--- src/core/rip_params.svh ---
`ifndef RIP_PARAMS_SVH
`define RIP_PARAMS_SVH

// ----------------------------------------
// Timing and reset values
// ----------------------------------------
`define RIP_CLK_PERIOD_NS 25
`define RIP_WAIT_RESET 3'h7
`define RIP_WAIT_NONE 3'h0
`define RIP_WAIT_W 3
`define RIP_VECTOR_FETCHES 2'h2
`define RIP_RESET_MIN_H1 4'ha
`define RIP_IRQ_COUNT 4
`define RIP_STROBE_COUNT 3

`endif

--- src/core/rip_pkg.sv ---
package rip_pkg;

  // ----------------------------------------
  // Types
  // ----------------------------------------
  typedef enum logic [1:0] {
    RIP_HELD = 2'h0,
    RIP_FETCH = 2'h1,
    RIP_WAIT = 2'h3,
    RIP_RUN = 2'h2
  } rip_state_t;

  // Filtered level: moves only when stages two and three agree
  function automatic logic rip_settle(input logic s2, input logic s3, input logic prev);
    rip_settle = (s2 == s3) ? s3 : prev;
  endfunction : rip_settle

endpackage : rip_pkg

--- src/core/rip_phase_if.sv ---
`timescale 1ns/1ps
interface rip_phase_if;
  logic h1_fall;
  logic dev_reset;
  logic fetch_boundary;
  logic [3:0] take;
  logic [3:0] pending;

  modport src (
    output h1_fall,
    output dev_reset,
    output fetch_boundary,
    input take,
    input pending
  );
  modport snk (
    input h1_fall,
    input dev_reset,
    input fetch_boundary,
    output take,
    output pending
  );
endinterface : rip_phase_if

--- src/core/rip_irq_sampler.sv ---
`timescale 1ns/1ps
`include "rip_params.svh"
module rip_irq_sampler
  import rip_pkg::*;
#(
  parameter int IRQ_COUNT = `RIP_IRQ_COUNT
)(
  input wire logic clock_in,
  input wire logic rst_in,
  input wire logic [IRQ_COUNT-1:0] ext_irq_inputs_n_in,
  rip_phase_if.snk ph
);

  initial begin
    if (IRQ_COUNT != `RIP_IRQ_COUNT)
    begin
      $error("rip_irq_sampler: IRQ_COUNT must match the interface width");
    end
  end

  genvar gi;
  generate
    for (gi = 0; gi < IRQ_COUNT; gi = gi + 1)
    begin : g_irq
      logic s1_q, s2_q, s3_q, lvl_n_q;
      logic pend_q, block_q, take_q;

      // ----------------------------------------
      // Pin synchroniser
      // ----------------------------------------
      always_ff @(posedge clock_in)
      begin
        if (rst_in)
        begin
          s1_q <= 1'b1;
          s2_q <= 1'b1;
          s3_q <= 1'b1;
          lvl_n_q <= 1'b1;
        end
        else
        begin
          s1_q <= ext_irq_inputs_n_in[gi];
          s2_q <= s1_q;
          s3_q <= s2_q;
          lvl_n_q <= rip_settle(s2_q, s3_q, lvl_n_q);
        end
      end

      // ----------------------------------------
      // Level sampled at phase1 falling edge
      // ----------------------------------------
      // Skipping the edge after a hit keeps a two-edge pulse to one request
      always_ff @(posedge clock_in)
      begin
        if (rst_in || ph.dev_reset)
        begin
          block_q <= 1'b0;
        end
        else if (ph.h1_fall)
        begin
          block_q <= !lvl_n_q && !block_q;
        end
      end

      always_ff @(posedge clock_in)
      begin
        if (rst_in || ph.dev_reset)
        begin
          pend_q <= 1'b0;
        end
        else if (ph.h1_fall && !lvl_n_q && !block_q)
        begin
          pend_q <= 1'b1;
        end
        else if (take_q)
        begin
          pend_q <= 1'b0;
        end
      end

      // Taken only at a fetch boundary; a fresh set beats the clear above
      always_ff @(posedge clock_in)
      begin
        if (rst_in || ph.dev_reset)
        begin
          take_q <= 1'b0;
        end
        else
        begin
          take_q <= pend_q && !take_q && ph.fetch_boundary;
        end
      end

      assign ph.take[gi] = take_q;
      assign ph.pending[gi] = pend_q;
    end
  endgenerate

endmodule : rip_irq_sampler

--- src/core/rip_reset_pin_unit.sv ---
`timescale 1ns/1ps
`include "rip_params.svh"
// How it works
// - Reset pin synchronised; one extra cycle possible
// - Reset loads seven wait states on both buses
// - Data released at phase1, address at phase3
// - Strobes forced high from phase3 rising
// - Both read/write lines released during reset
// - Acknowledge strobe forced high at phase1 rising
// - Flag, serial, timer pins float without clock
// - Vector fetched twice; wait states by mode
// - Hold request synchronised, tolerated during reset
// - Interrupt inputs are level, active low, async
// - Interrupts sampled at phase1 falling edge
// - Interrupts taken only at fetch boundaries
// - Same input accepted every two phase1 cycles
// - Acknowledge low from decode to read phase
// - Acknowledge low exactly one phase1 cycle despite stalls
module rip_reset_pin_unit
  import rip_pkg::*;
#(
  parameter int IRQ_COUNT = `RIP_IRQ_COUNT,
  parameter int WAIT_W = `RIP_WAIT_W
)(
  input wire logic clock_in,
  input wire logic rst_in,
  input wire logic reset_pin_n_in,
  input wire logic hold_req_n_in,
  input wire logic mcu_mode_in,
  input wire logic [IRQ_COUNT-1:0] ext_irq_inputs_n_in,
  input wire logic fetch_boundary_in,
  input wire logic irq_ack_strobe_decode_in,
  input wire logic wait_wr_in,
  input wire logic [WAIT_W-1:0] primary_wait_in,
  input wire logic [WAIT_W-1:0] expansion_wait_in,
  input wire logic vector_ack_in,
  input wire logic core_data_oe_in,
  input wire logic core_addr_oe_in,
  input wire logic core_rw_oe_in,
  input wire logic [`RIP_STROBE_COUNT-1:0] core_strobe_n_in,
  input wire logic [1:0] flag_pins_oe_in,
  input wire logic [11:0] serial_pins_oe_in,
  input wire logic [1:0] timer_clock_pins_oe_in,
  output logic phase1_clock_out,
  output logic phase3_clock_out,
  output logic device_reset_out,
  output logic core_run_out,
  output logic hold_req_out,
  output logic [WAIT_W-1:0] primary_wait_out,
  output logic [WAIT_W-1:0] expansion_wait_out,
  output logic vector_fetch_out,
  output logic [WAIT_W-1:0] vector_wait_out,
  output logic primary_data_oe_out,
  output logic expansion_data_oe_out,
  output logic primary_addr_oe_out,
  output logic expansion_addr_oe_out,
  output logic primary_read_write_oe_out,
  output logic expansion_read_write_oe_out,
  output logic primary_strobe_n_out,
  output logic mem_strobe_n_out,
  output logic io_strobe_n_out,
  output logic irq_ack_strobe_n_out,
  output logic [IRQ_COUNT-1:0] irq_take_out,
  output logic [IRQ_COUNT-1:0] irq_pending_out,
  output logic [1:0] flag_pins_oe_out,
  output logic [11:0] serial_pins_oe_out,
  output logic [1:0] timer_clock_pins_oe_out
);

  initial begin
    if (IRQ_COUNT != `RIP_IRQ_COUNT || WAIT_W < `RIP_WAIT_W)
    begin
      $error("rip_reset_pin_unit: unsupported IRQ_COUNT or WAIT_W");
    end
  end

  // ----------------------------------------
  // Phase clocks
  // ----------------------------------------
  logic ph_q;
  logic h1_rise;
  logic h1_fall;

  always_ff @(posedge clock_in)
  begin
    if (rst_in)
    begin
      ph_q <= 1'b0;
    end
    else
    begin
      ph_q <= !ph_q;
    end
  end

  // Strobes mark the edge at which phase1 changes
  assign h1_rise = !ph_q;
  assign h1_fall = ph_q;
  assign phase1_clock_out = ph_q;

  always_ff @(posedge clock_in)
  begin
    if (rst_in)
    begin
      phase3_clock_out <= 1'b1;
    end
    else
    begin
      phase3_clock_out <= ph_q;
    end
  end

  // ----------------------------------------
  // Pin synchronisers
  // ----------------------------------------
  logic rs1_q, rs2_q, rs3_q, rpin_q;
  logic hs1_q, hs2_q, hs3_q, hpin_q;

  always_ff @(posedge clock_in)
  begin
    if (rst_in)
    begin
      rs1_q <= 1'b0;
      rs2_q <= 1'b0;
      rs3_q <= 1'b0;
      rpin_q <= 1'b0;
    end
    else
    begin
      rs1_q <= reset_pin_n_in;
      rs2_q <= rs1_q;
      rs3_q <= rs2_q;
      rpin_q <= rip_settle(rs2_q, rs3_q, rpin_q);
    end
  end

  always_ff @(posedge clock_in)
  begin
    if (rst_in)
    begin
      hs1_q <= 1'b1;
      hs2_q <= 1'b1;
      hs3_q <= 1'b1;
      hpin_q <= 1'b1;
    end
    else
    begin
      hs1_q <= hold_req_n_in;
      hs2_q <= hs1_q;
      hs3_q <= hs2_q;
      hpin_q <= rip_settle(hs2_q, hs3_q, hpin_q);
    end
  end

  // Passed on unchanged even while reset is active
  assign hold_req_out = !hpin_q;

  // ----------------------------------------
  // Device reset
  // ----------------------------------------
  logic dev_rst_q;

  // Release only at a phase1 falling edge; the driver keeps the ten-cycle minimum
  always_ff @(posedge clock_in)
  begin
    if (rst_in || !rpin_q)
    begin
      dev_rst_q <= 1'b1;
    end
    else if (h1_fall)
    begin
      dev_rst_q <= 1'b0;
    end
  end

  assign device_reset_out = dev_rst_q;

  // ----------------------------------------
  // Wait-state registers
  // ----------------------------------------
  always_ff @(posedge clock_in)
  begin
    if (rst_in || dev_rst_q)
    begin
      primary_wait_out <= WAIT_W'(`RIP_WAIT_RESET);
      expansion_wait_out <= WAIT_W'(`RIP_WAIT_RESET);
    end
    else if (wait_wr_in)
    begin
      primary_wait_out <= primary_wait_in;
      expansion_wait_out <= expansion_wait_in;
    end
  end

  // ----------------------------------------
  // Reset vector fetch
  // ----------------------------------------
  rip_state_t state_q;
  logic [1:0] fetch_cnt_q;

  always_ff @(posedge clock_in)
  begin
    if (rst_in || dev_rst_q)
    begin
      state_q <= RIP_HELD;
      fetch_cnt_q <= 2'h0;
    end
    else
    begin
      case (state_q)
        RIP_HELD:
        begin
          state_q <= RIP_FETCH;
        end
        RIP_FETCH:
        begin
          state_q <= RIP_WAIT;
          fetch_cnt_q <= fetch_cnt_q + 2'h1;
        end
        RIP_WAIT:
        begin
          if (vector_ack_in)
          begin
            state_q <= (fetch_cnt_q == `RIP_VECTOR_FETCHES) ? RIP_RUN : RIP_FETCH;
          end
        end
        RIP_RUN:
        begin
          state_q <= RIP_RUN;
        end
        default:
        begin
          state_q <= RIP_HELD;
        end
      endcase
    end
  end

  always_ff @(posedge clock_in)
  begin
    if (rst_in)
    begin
      vector_fetch_out <= 1'b0;
      vector_wait_out <= WAIT_W'(`RIP_WAIT_RESET);
    end
    else
    begin
      vector_fetch_out <= (state_q == RIP_FETCH) && !dev_rst_q;
      vector_wait_out <= mcu_mode_in ? WAIT_W'(`RIP_WAIT_NONE) : WAIT_W'(`RIP_WAIT_RESET);
    end
  end

  assign core_run_out = (state_q == RIP_RUN);

  // ----------------------------------------
  // Bus pins at phase1 rising
  // ----------------------------------------
  always_ff @(posedge clock_in)
  begin
    if (rst_in)
    begin
      primary_data_oe_out <= 1'b0;
      expansion_data_oe_out <= 1'b0;
      primary_read_write_oe_out <= 1'b0;
      expansion_read_write_oe_out <= 1'b0;
    end
    else if (h1_rise)
    begin
      primary_data_oe_out <= core_data_oe_in && !dev_rst_q;
      expansion_data_oe_out <= core_data_oe_in && !dev_rst_q;
      primary_read_write_oe_out <= core_rw_oe_in && !dev_rst_q;
      expansion_read_write_oe_out <= core_rw_oe_in && !dev_rst_q;
    end
  end

  // ----------------------------------------
  // Bus pins at phase3 rising
  // ----------------------------------------
  always_ff @(posedge clock_in)
  begin
    if (rst_in)
    begin
      primary_addr_oe_out <= 1'b0;
      expansion_addr_oe_out <= 1'b0;
      primary_strobe_n_out <= 1'b1;
      mem_strobe_n_out <= 1'b1;
      io_strobe_n_out <= 1'b1;
    end
    else if (h1_fall)
    begin
      primary_addr_oe_out <= core_addr_oe_in && !dev_rst_q;
      expansion_addr_oe_out <= core_addr_oe_in && !dev_rst_q;
      primary_strobe_n_out <= core_strobe_n_in[0] || dev_rst_q;
      mem_strobe_n_out <= core_strobe_n_in[1] || dev_rst_q;
      io_strobe_n_out <= core_strobe_n_in[2] || dev_rst_q;
    end
  end

  // ----------------------------------------
  // Pins floated straight from the reset pin
  // ----------------------------------------
  // No clock in this path, so the pins float even with the oscillator stopped
  assign flag_pins_oe_out = flag_pins_oe_in & {2{reset_pin_n_in}};
  assign serial_pins_oe_out = serial_pins_oe_in & {12{reset_pin_n_in}};
  assign timer_clock_pins_oe_out = timer_clock_pins_oe_in & {2{reset_pin_n_in}};

  // ----------------------------------------
  // Interrupt acknowledge strobe
  // ----------------------------------------
  logic irq_ack_strobe_seen_q;

  // Seen flag stops a stretched decode from opening a second low cycle
  always_ff @(posedge clock_in)
  begin
    if (rst_in || dev_rst_q)
    begin
      irq_ack_strobe_seen_q <= 1'b0;
    end
    else if (h1_rise)
    begin
      irq_ack_strobe_seen_q <= irq_ack_strobe_decode_in;
    end
  end

  always_ff @(posedge clock_in)
  begin
    if (rst_in)
    begin
      irq_ack_strobe_n_out <= 1'b1;
    end
    else if (h1_rise)
    begin
      irq_ack_strobe_n_out <= dev_rst_q || !irq_ack_strobe_decode_in || irq_ack_strobe_seen_q;
    end
  end

  // ----------------------------------------
  // External interrupts
  // ----------------------------------------
  rip_phase_if ph ();

  assign ph.h1_fall = h1_fall;
  assign ph.dev_reset = dev_rst_q;
  assign ph.fetch_boundary = fetch_boundary_in;
  assign irq_take_out = ph.take;
  assign irq_pending_out = ph.pending;

  // Recognition counts on sources keeping pulses to two falling edges
  rip_irq_sampler #(
    .IRQ_COUNT(IRQ_COUNT)
  ) u_irq (
    .clock_in(clock_in),
    .rst_in(rst_in),
    .ext_irq_inputs_n_in(ext_irq_inputs_n_in),
    .ph(ph)
  );

endmodule : rip_reset_pin_unit

--- config.mk ---
export PLATFORM = sky130hd
export DESIGN_NAME = rip_reset_pin_unit
export DESIGN_NICKNAME = d
export VERILOG_FILES = /design/src/core/rip_pkg.sv /design/src/core/rip_phase_if.sv /design/src/core/rip_irq_sampler.sv /design/src/core/rip_reset_pin_unit.sv
export VERILOG_INCLUDE_DIRS = /design/src /design/src/core
export SDC_FILE = /design/constraint.sdc
export NUM_CORES = 1
export LEC_CHECK = 0
export ABC_AREA = 1
export BUFFER_PORTS_ARGS = -buffer_cell sky130_fd_sc_hd__buf_2
export CORE_ASPECT_RATIO = 1.1
export CORE_MARGIN = 5
export CORE_UTILIZATION = 50
export CTS_CLUSTER_DIAMETER = 80
export DETAILED_ROUTE_END_ITERATION = 7
export PLACE_DENSITY = 0.8
export SYNTH_ARGS = -nofsm -noshare
export SYNTH_HDL_FRONTEND = slang
export SYNTH_HIERARCHICAL = 1
export SYNTH_SLANG_ARGS = --single-unit
--- constraint.sdc ---
create_clock -name clock_in -period 2.1 [get_ports clock_in]
set_clock_uncertainty 0.05 [all_clocks]
set_input_delay 0.42 -clock clock_in [delete_from_list [all_inputs] [get_ports clock_in]]
set_output_delay 0.42 -clock clock_in [all_outputs]
set_load 0.01 [all_outputs]
==> impl_metrics.ini, run 1 <==
[worst_setup_path]
r2r-end = state_q[0]
critPathLaunchType = flip-flop
path_max_fanout = 5
crit_path_end_kind = primary output
r2r_start = device_reset_out
critPathArrivalTime_ns = 1.08
worstSetupPathType = reg -> out
required_ns = 1.63
r2r_cells = 3
worst-r2r-setup-slack_ns = 1.00

[global_route]
grt_pass1_wl_mm = 7.16
gr-total-overflow = 0
grt_pass1_vias = 1698
grt_use_total_pct = 16.0
antenna_found_initial = 0
grt_max_degree = 29

[route]
routed.top_layer = met4
vias = 1822
routedWlPerCell_um = 10.8
wl_met3_um = 299
ant_nets = 0
wl_met1_mm = 1.86
routed_wl_mm = 4.40
routed_via_density = 4.47
drc = 0
first_pass_iters = 4
drtIter0Drc = 57
wl_met2_mm = 2.13

[min_path]
min_to = vector_wait_out[1]
hp-start = mcu_mode_in
whs_path_depth = 2
min_path_type = in -> reg

[synth]
synth-xor-area-share_pct = 0
synthTopCellsByArea = dfxtp_1, nand2_1, inv_1
synth-compound-area-share_pct = 6.87
synth_async_sr_flop_share_pct = 0
synth_top_family_by_area = simple AND/OR/NAND/NOR gates
syn_inst = 267
synth_top_area_share_pct = 54.5
synth_nets = 309
synth_top_area_cell = dfxtp_1
synthDistinctLibCells = 20
syn_area_um2 = 2170
ys_seq_area_share_pct = 54.5
synth_most_common_cell = nand2_1
synth_edf_count = 0
synth_top_flop_cell = dfxtp_1
avgSynthCellArea_um2 = 8.12
synth_commonest_cells = nand2_1, dfxtp_1, inv_1
synthSimpleGateAreaFrac_pct = 24.2
synth_fa_ha_area_share_pct = 0.577
synth.ff_latch_count = 59
yosys_warnings = 6
yosys-mux-area-fraction_pct = 0

[sta]
setup_viol = 0
tightest_slew_ns = 0.417
slew_violations = 0
grt_setup_unrepaired = false
worst_slew_margin_rel_pct = 72.2
hold_slack_ns = 0.219
hold_viol = 0
period_minus_slack_ns = 1.55
post-route-period-util_pct = 73.7
finalWorstSetupSlack_ns = 0.552
finalSetupTns_ns = 0
fmax_mhz = 646

[pwr]
ir_drop_mv = 0.490
finalPower_uw = 2370
p_leak_uw = 0.00142
power_density_nw_per_um2 = 862

[finish]
layout-drive-gt1-share_pct = 32.5
n_antenna_cell = 0
syn2layout_area_growth_pct = 26.5
final_core_util_pct = 64.5
fin_nets = 391

[die]
die_w_um = 72.8
coreArea_um2 = 4250
ios = 90
start_util_pct = 51.0
die_y_um = 79.1
die_area_um2 = 5760
row_count = 25

[clocking]
cts_tree = yes
clk_latency_ns = 0.32
ctsRootBufferMaster = clkbuf_8
cts.clk_slew.worst_paths_ns = 0.06
cts-root-to-sink-buffers = 2
postCtsHoldBufs = 0
ctsHtreeMaxLevel = 3
clock-sinks = 59
cts_setup_buffers = 0
cts_resized = 0
numCtsBuffers = 9

[place]
numPortBuffers = 89
dp_slack_ns = 0.625
place.gp.congestion = 0.754
dp_hpwl_mm = 3.37

[status]
outcome = completed

[job]
maxCapViolCount = 0
==> metal layers <==
layer  global-route usage [%]  vias to the layer above
li1                         -                      965
met4                     8.49                        0
met5                        0                        -
met2                     26.3                       56
met3                     4.81                        9
met1                     18.5                      792
==> area by class of cell <==
class	instances	area (um2)
Clock buffer	10	128
Clock inverter	6	80.1
Fill cell	378	1510
Inverter	39	149
Multi-Input combinational cell	150	686
Sequential cell	59	1180
Tap cell	54	67.6
Timing Repair Buffer	90	453
==> state kept, by name, indices dropped and copies added, names as in the netlist, 2 cells and up <==
name / flops
u_irq/g_irq.block_q: 4
u_irq/g_irq.lvl_n_q: 4
primary_wait_out: 3
state_q: 2
u_irq/g_irq.s3_q: 4
u_irq/g_irq.s2_q: 4
u_irq/g_irq.take_q: 4
fetch_cnt_q: 2
expansion_wait_out: 3
u_irq/g_irq.s1_q: 4
u_irq/g_irq.pend_q: 4
==> stage by stage <==
| step | cell area [um2] | std cells |
|---|---|---|
| finish | 2740 | 408 |
| CTS | 2740 | 408 |
| floorplan | 2170 | 267 |
| detailed placement | 2540 | 392 |
| global route | 2740 | 408 |
| global placement | 2540 | 392 |
==> worst max path at each step <==
| stage | end | start |
|---|---|---|
| floorplan | flag_pins_oe_out[0] | reset_pin_n_in |
| detailed placement | expansion_addr_oe_out | rst_in |
| global route | core_run_out | state_q[0] |
| global placement | expansion_addr_oe_out | rst_in |
| finish | core_run_out | state_q[0] |
| CTS | core_run_out | state_q[0] |
==> worst max-delay path, cell delays in order, from the launching register on <==
cell and delay [ns]:
dfxtp_1 0.39, inv_1 0.09, nand2_1 0.11, inv_1 0.04, buf_2 0.13
==> placed cells by master (no fill, tap or decap) <==
master     count
nor2_4         1
buf_4          1
or2_2          3
buf_2         89
or2_1         12
dfxtp_1       59
nand2_2        1
bufinv_16      2
inv_1         37
a21oi_1       19
nand3_1       16
nand2_1       64
clkbuf_1       1
inv_2          1
clkinv_2       4
nor3_1         1
ha_1           1
clkbuf_8       9
o21ai_0        9
nor2_2         2
inv_4          1
o21ai_2        1
nor2_1        20
==> logic make-up (layout without fill, tap and decap cells) <==
group | after synthesis | in the layout
DFF | 59 | 59
and+or+nand+nor | 120 | 120
buffers and inverters | 58 | 145
adders and majority gates | 1 | 1
AOI/OAI and AO/OA | 29 | 29
==> where the power goes <==
part           total, uW  switching, uW  leakage [uW]  internal, uW
clock               1070            412      0.000110           660
sequential          1150           10.2      0.000481          1140
combinational        143           78.3      0.000829          64.7
total               2370            501       0.00142          1870
Power figures use the tool's default switching activity.
==> run 2: changes to the inputs <==
--- a/config.mk
+++ b/config.mk
@@ -10,10 +10,10 @@
 export BUFFER_PORTS_ARGS = -buffer_cell sky130_fd_sc_hd__buf_2
 export CORE_ASPECT_RATIO = 1.1
 export CORE_MARGIN = 5
-export CORE_UTILIZATION = 50
+export CORE_UTILIZATION = 42
 export CTS_CLUSTER_DIAMETER = 80
 export DETAILED_ROUTE_END_ITERATION = 7
-export PLACE_DENSITY = 0.8
+export PLACE_DENSITY = 0.71
 export SYNTH_ARGS = -nofsm -noshare
 export SYNTH_HDL_FRONTEND = slang
 export SYNTH_HIERARCHICAL = 1
==> constraint.sdc (replaced) <==
create_clock -name clock_in -period 1.3 [get_ports clock_in]
set_clock_uncertainty 0.05 [all_clocks]
set_input_delay 0.26 -clock clock_in [delete_from_list [all_inputs] [get_ports clock_in]]
set_output_delay 0.26 -clock clock_in [all_outputs]
set_load 0.01 [all_outputs]
==> run 2 against run 1 <==
Against the previous run: final cell count grew 2.2%; sequential power increased by 61%; sequential cell count unchanged; core utilization is 9.0 points lower; sequential share of layout area down 0.22 points; first-iteration DRC count decreased by 28%; register-to-register slack worse by 0.80 ns; via count decreased by 1.3%; routed wire length up 1.6%; setup slack got worse by 0.49 ns; power rose by 51%; worst hold slack worse by 0.18 ns; largest cell class unchanged.
==> impl_metrics.ini, run 2 (synthesized netlist as in run 1, its figures left out) <==
[finish]
seqCellArea_um2 = 1190
n_antenna_cell = 0
final_common_cell = buf_2
nFillCells = 473
syn2layout_area_growth_pct = 27.9
multi_input_comb_area_um2 = 688
final_cell_mix = buf_2, nand2_1, dfxtp_1, inv_1, nor2_1
fin_nets = 396
layout-drive-gt1-share_pct = 35.4

[route]
routed_wl_mm = 4.48
drtIter0Drc = 41
first_pass_iters = 4
routedWlPerCell_um = 10.7
vias = 1798
drc = 0
ant_nets = 0
routed_via_density = 4.31

[die]
die_w_um = 78.5
coreArea_um2 = 5000
die_area_um2 = 6700
start_util_pct = 43.4
row_count = 27
ios = 90
die_y_um = 85.4

[global_route]
grt_max_degree = 18
grt_use_total_pct = 14.0
grt_pass1_wl_mm = 7.27
grt_pass1_vias = 1721
gr-total-overflow = 0
antenna_found_initial = 0

[clocking]
cts.clk_slew.worst_paths_ns = 0.06
ctsHtreeMaxLevel = 3
cts_tree = yes
cts-root-to-sink-buffers = 2
clock-sinks = 59
clk_latency_ns = 0.33
numCtsBuffers = 9
postCtsHoldBufs = 0
ctsRootBufferMaster = clkbuf_8

[sta]
finalSetupTns_ns = 0
hold_viol = 0
period_minus_slack_ns = 1.24
grt_setup_unrepaired = true
post-route-period-util_pct = 95.5
hold_slack_ns = 0.0380
fmax_mhz = 806
setup_viol = 0
tightest_slew_ns = 0.268
finalWorstSetupSlack_ns = 0.0585
worst_slew_margin_rel_pct = 82.1
slew_violations = 0

[worst_setup_path]
critPathArrivalTime_ns = 0.93
worstSetupPathType = reg -> out
crit_path_max_incr_delay_ns = 0.34
critical_path_buf_inv_count = 3
r2r_start = fetch_cnt_q[0]
worst-r2r-setup-slack_ns = 0.20
critPathLaunchType = flip-flop
r2r-end = state_q[1]
path_delay_family = flip-flops
worst_path_max_delay_cell = dfxtp_2
crit_top_cell = inv_2
crit_path_end_kind = primary output
required_ns = 0.99
path_max_fanout = 3
r2r_cells = 6
crit_path_cell_trace = inv_2 > nand2_2 > inv_2 > buf_6

[place]
dp_hpwl_mm = 3.36
dp_slack_ns = 0.225
place.gp.congestion = 0.795
numPortBuffers = 89

[pwr]
ir_drop_mv = 0.743
p_leak_uw = 0.00143
power_density_nw_per_um2 = 1290

[min_path]
hp-start = mcu_mode_in
min_path_type = in -> reg
min_to = vector_wait_out[1]
whs_path_depth = 2

[status]
outcome = completed

[job]
maxCapViolCount = 0
## run 2: routing by layer
metal	wire, um	up-vias	GRT usage [%]
li1	-	973	-
met1	1970	768	15.2
met4	108	0	9.06
met3	252	9	5.20
met2	2140	48	22.9
met5	0	-	0
## run 2: worst max path at each step
stage                    from                     to  cells past startpoint  slack (ns)
2_1_floorplan  reset_pin_n_in    flag_pins_oe_out[0]                      4        0.27
3_3_place_gp           rst_in  u_irq/g_irq[0].take_q                      5        0.22
3_5_place_dp   reset_pin_n_in  serial_pins_oe_out[9]                      4        0.22
4_1_cts            state_q[1]           core_run_out                      3        0.03
5_1_grt            state_q[0]           core_run_out                      4      -0.007
6_report           state_q[0]           core_run_out                      4        0.06
## run 2: power by group
part | switching (uW) | leakage [uW] | internal, uW | total (uW)
combinational | 128 | 0.000854 | 111 | 239
clock | 690 | 0.0000949 | 780 | 1470
sequential | 14.0 | 0.000482 | 1840 | 1850
total | 832 | 0.00143 | 2730 | 3560
## run 2: cell type report
cell class              instances  area share, %
clock inverters                 5          0.993
repair buffers                 95           17.9
flip-flops and latches         59           42.8
multi-input cells             150           24.8
well taps                      58           2.62
inverters                      39           5.37
clock buffers                  11           5.46
## run 2: repair_timing
| item | CTS | global route |
|---|---|---|
| gates resized for setup | 5 | 3 |
| endpoints found under the setup margin | 2 | 1 |
| buffers inserted | 1 | 0 |
## run 2: stage by stage
stage	util (%)	cell area [um2]	cells	power, uW
after floorplan	-	2170	267	2020
after global placement	51.4	2570	400	2140
after detailed placement	51.4	2570	400	2140
after CTS	55.3	2760	417	3620
after global routing	55.5	2770	417	3730
final	55.5	2770	417	3560
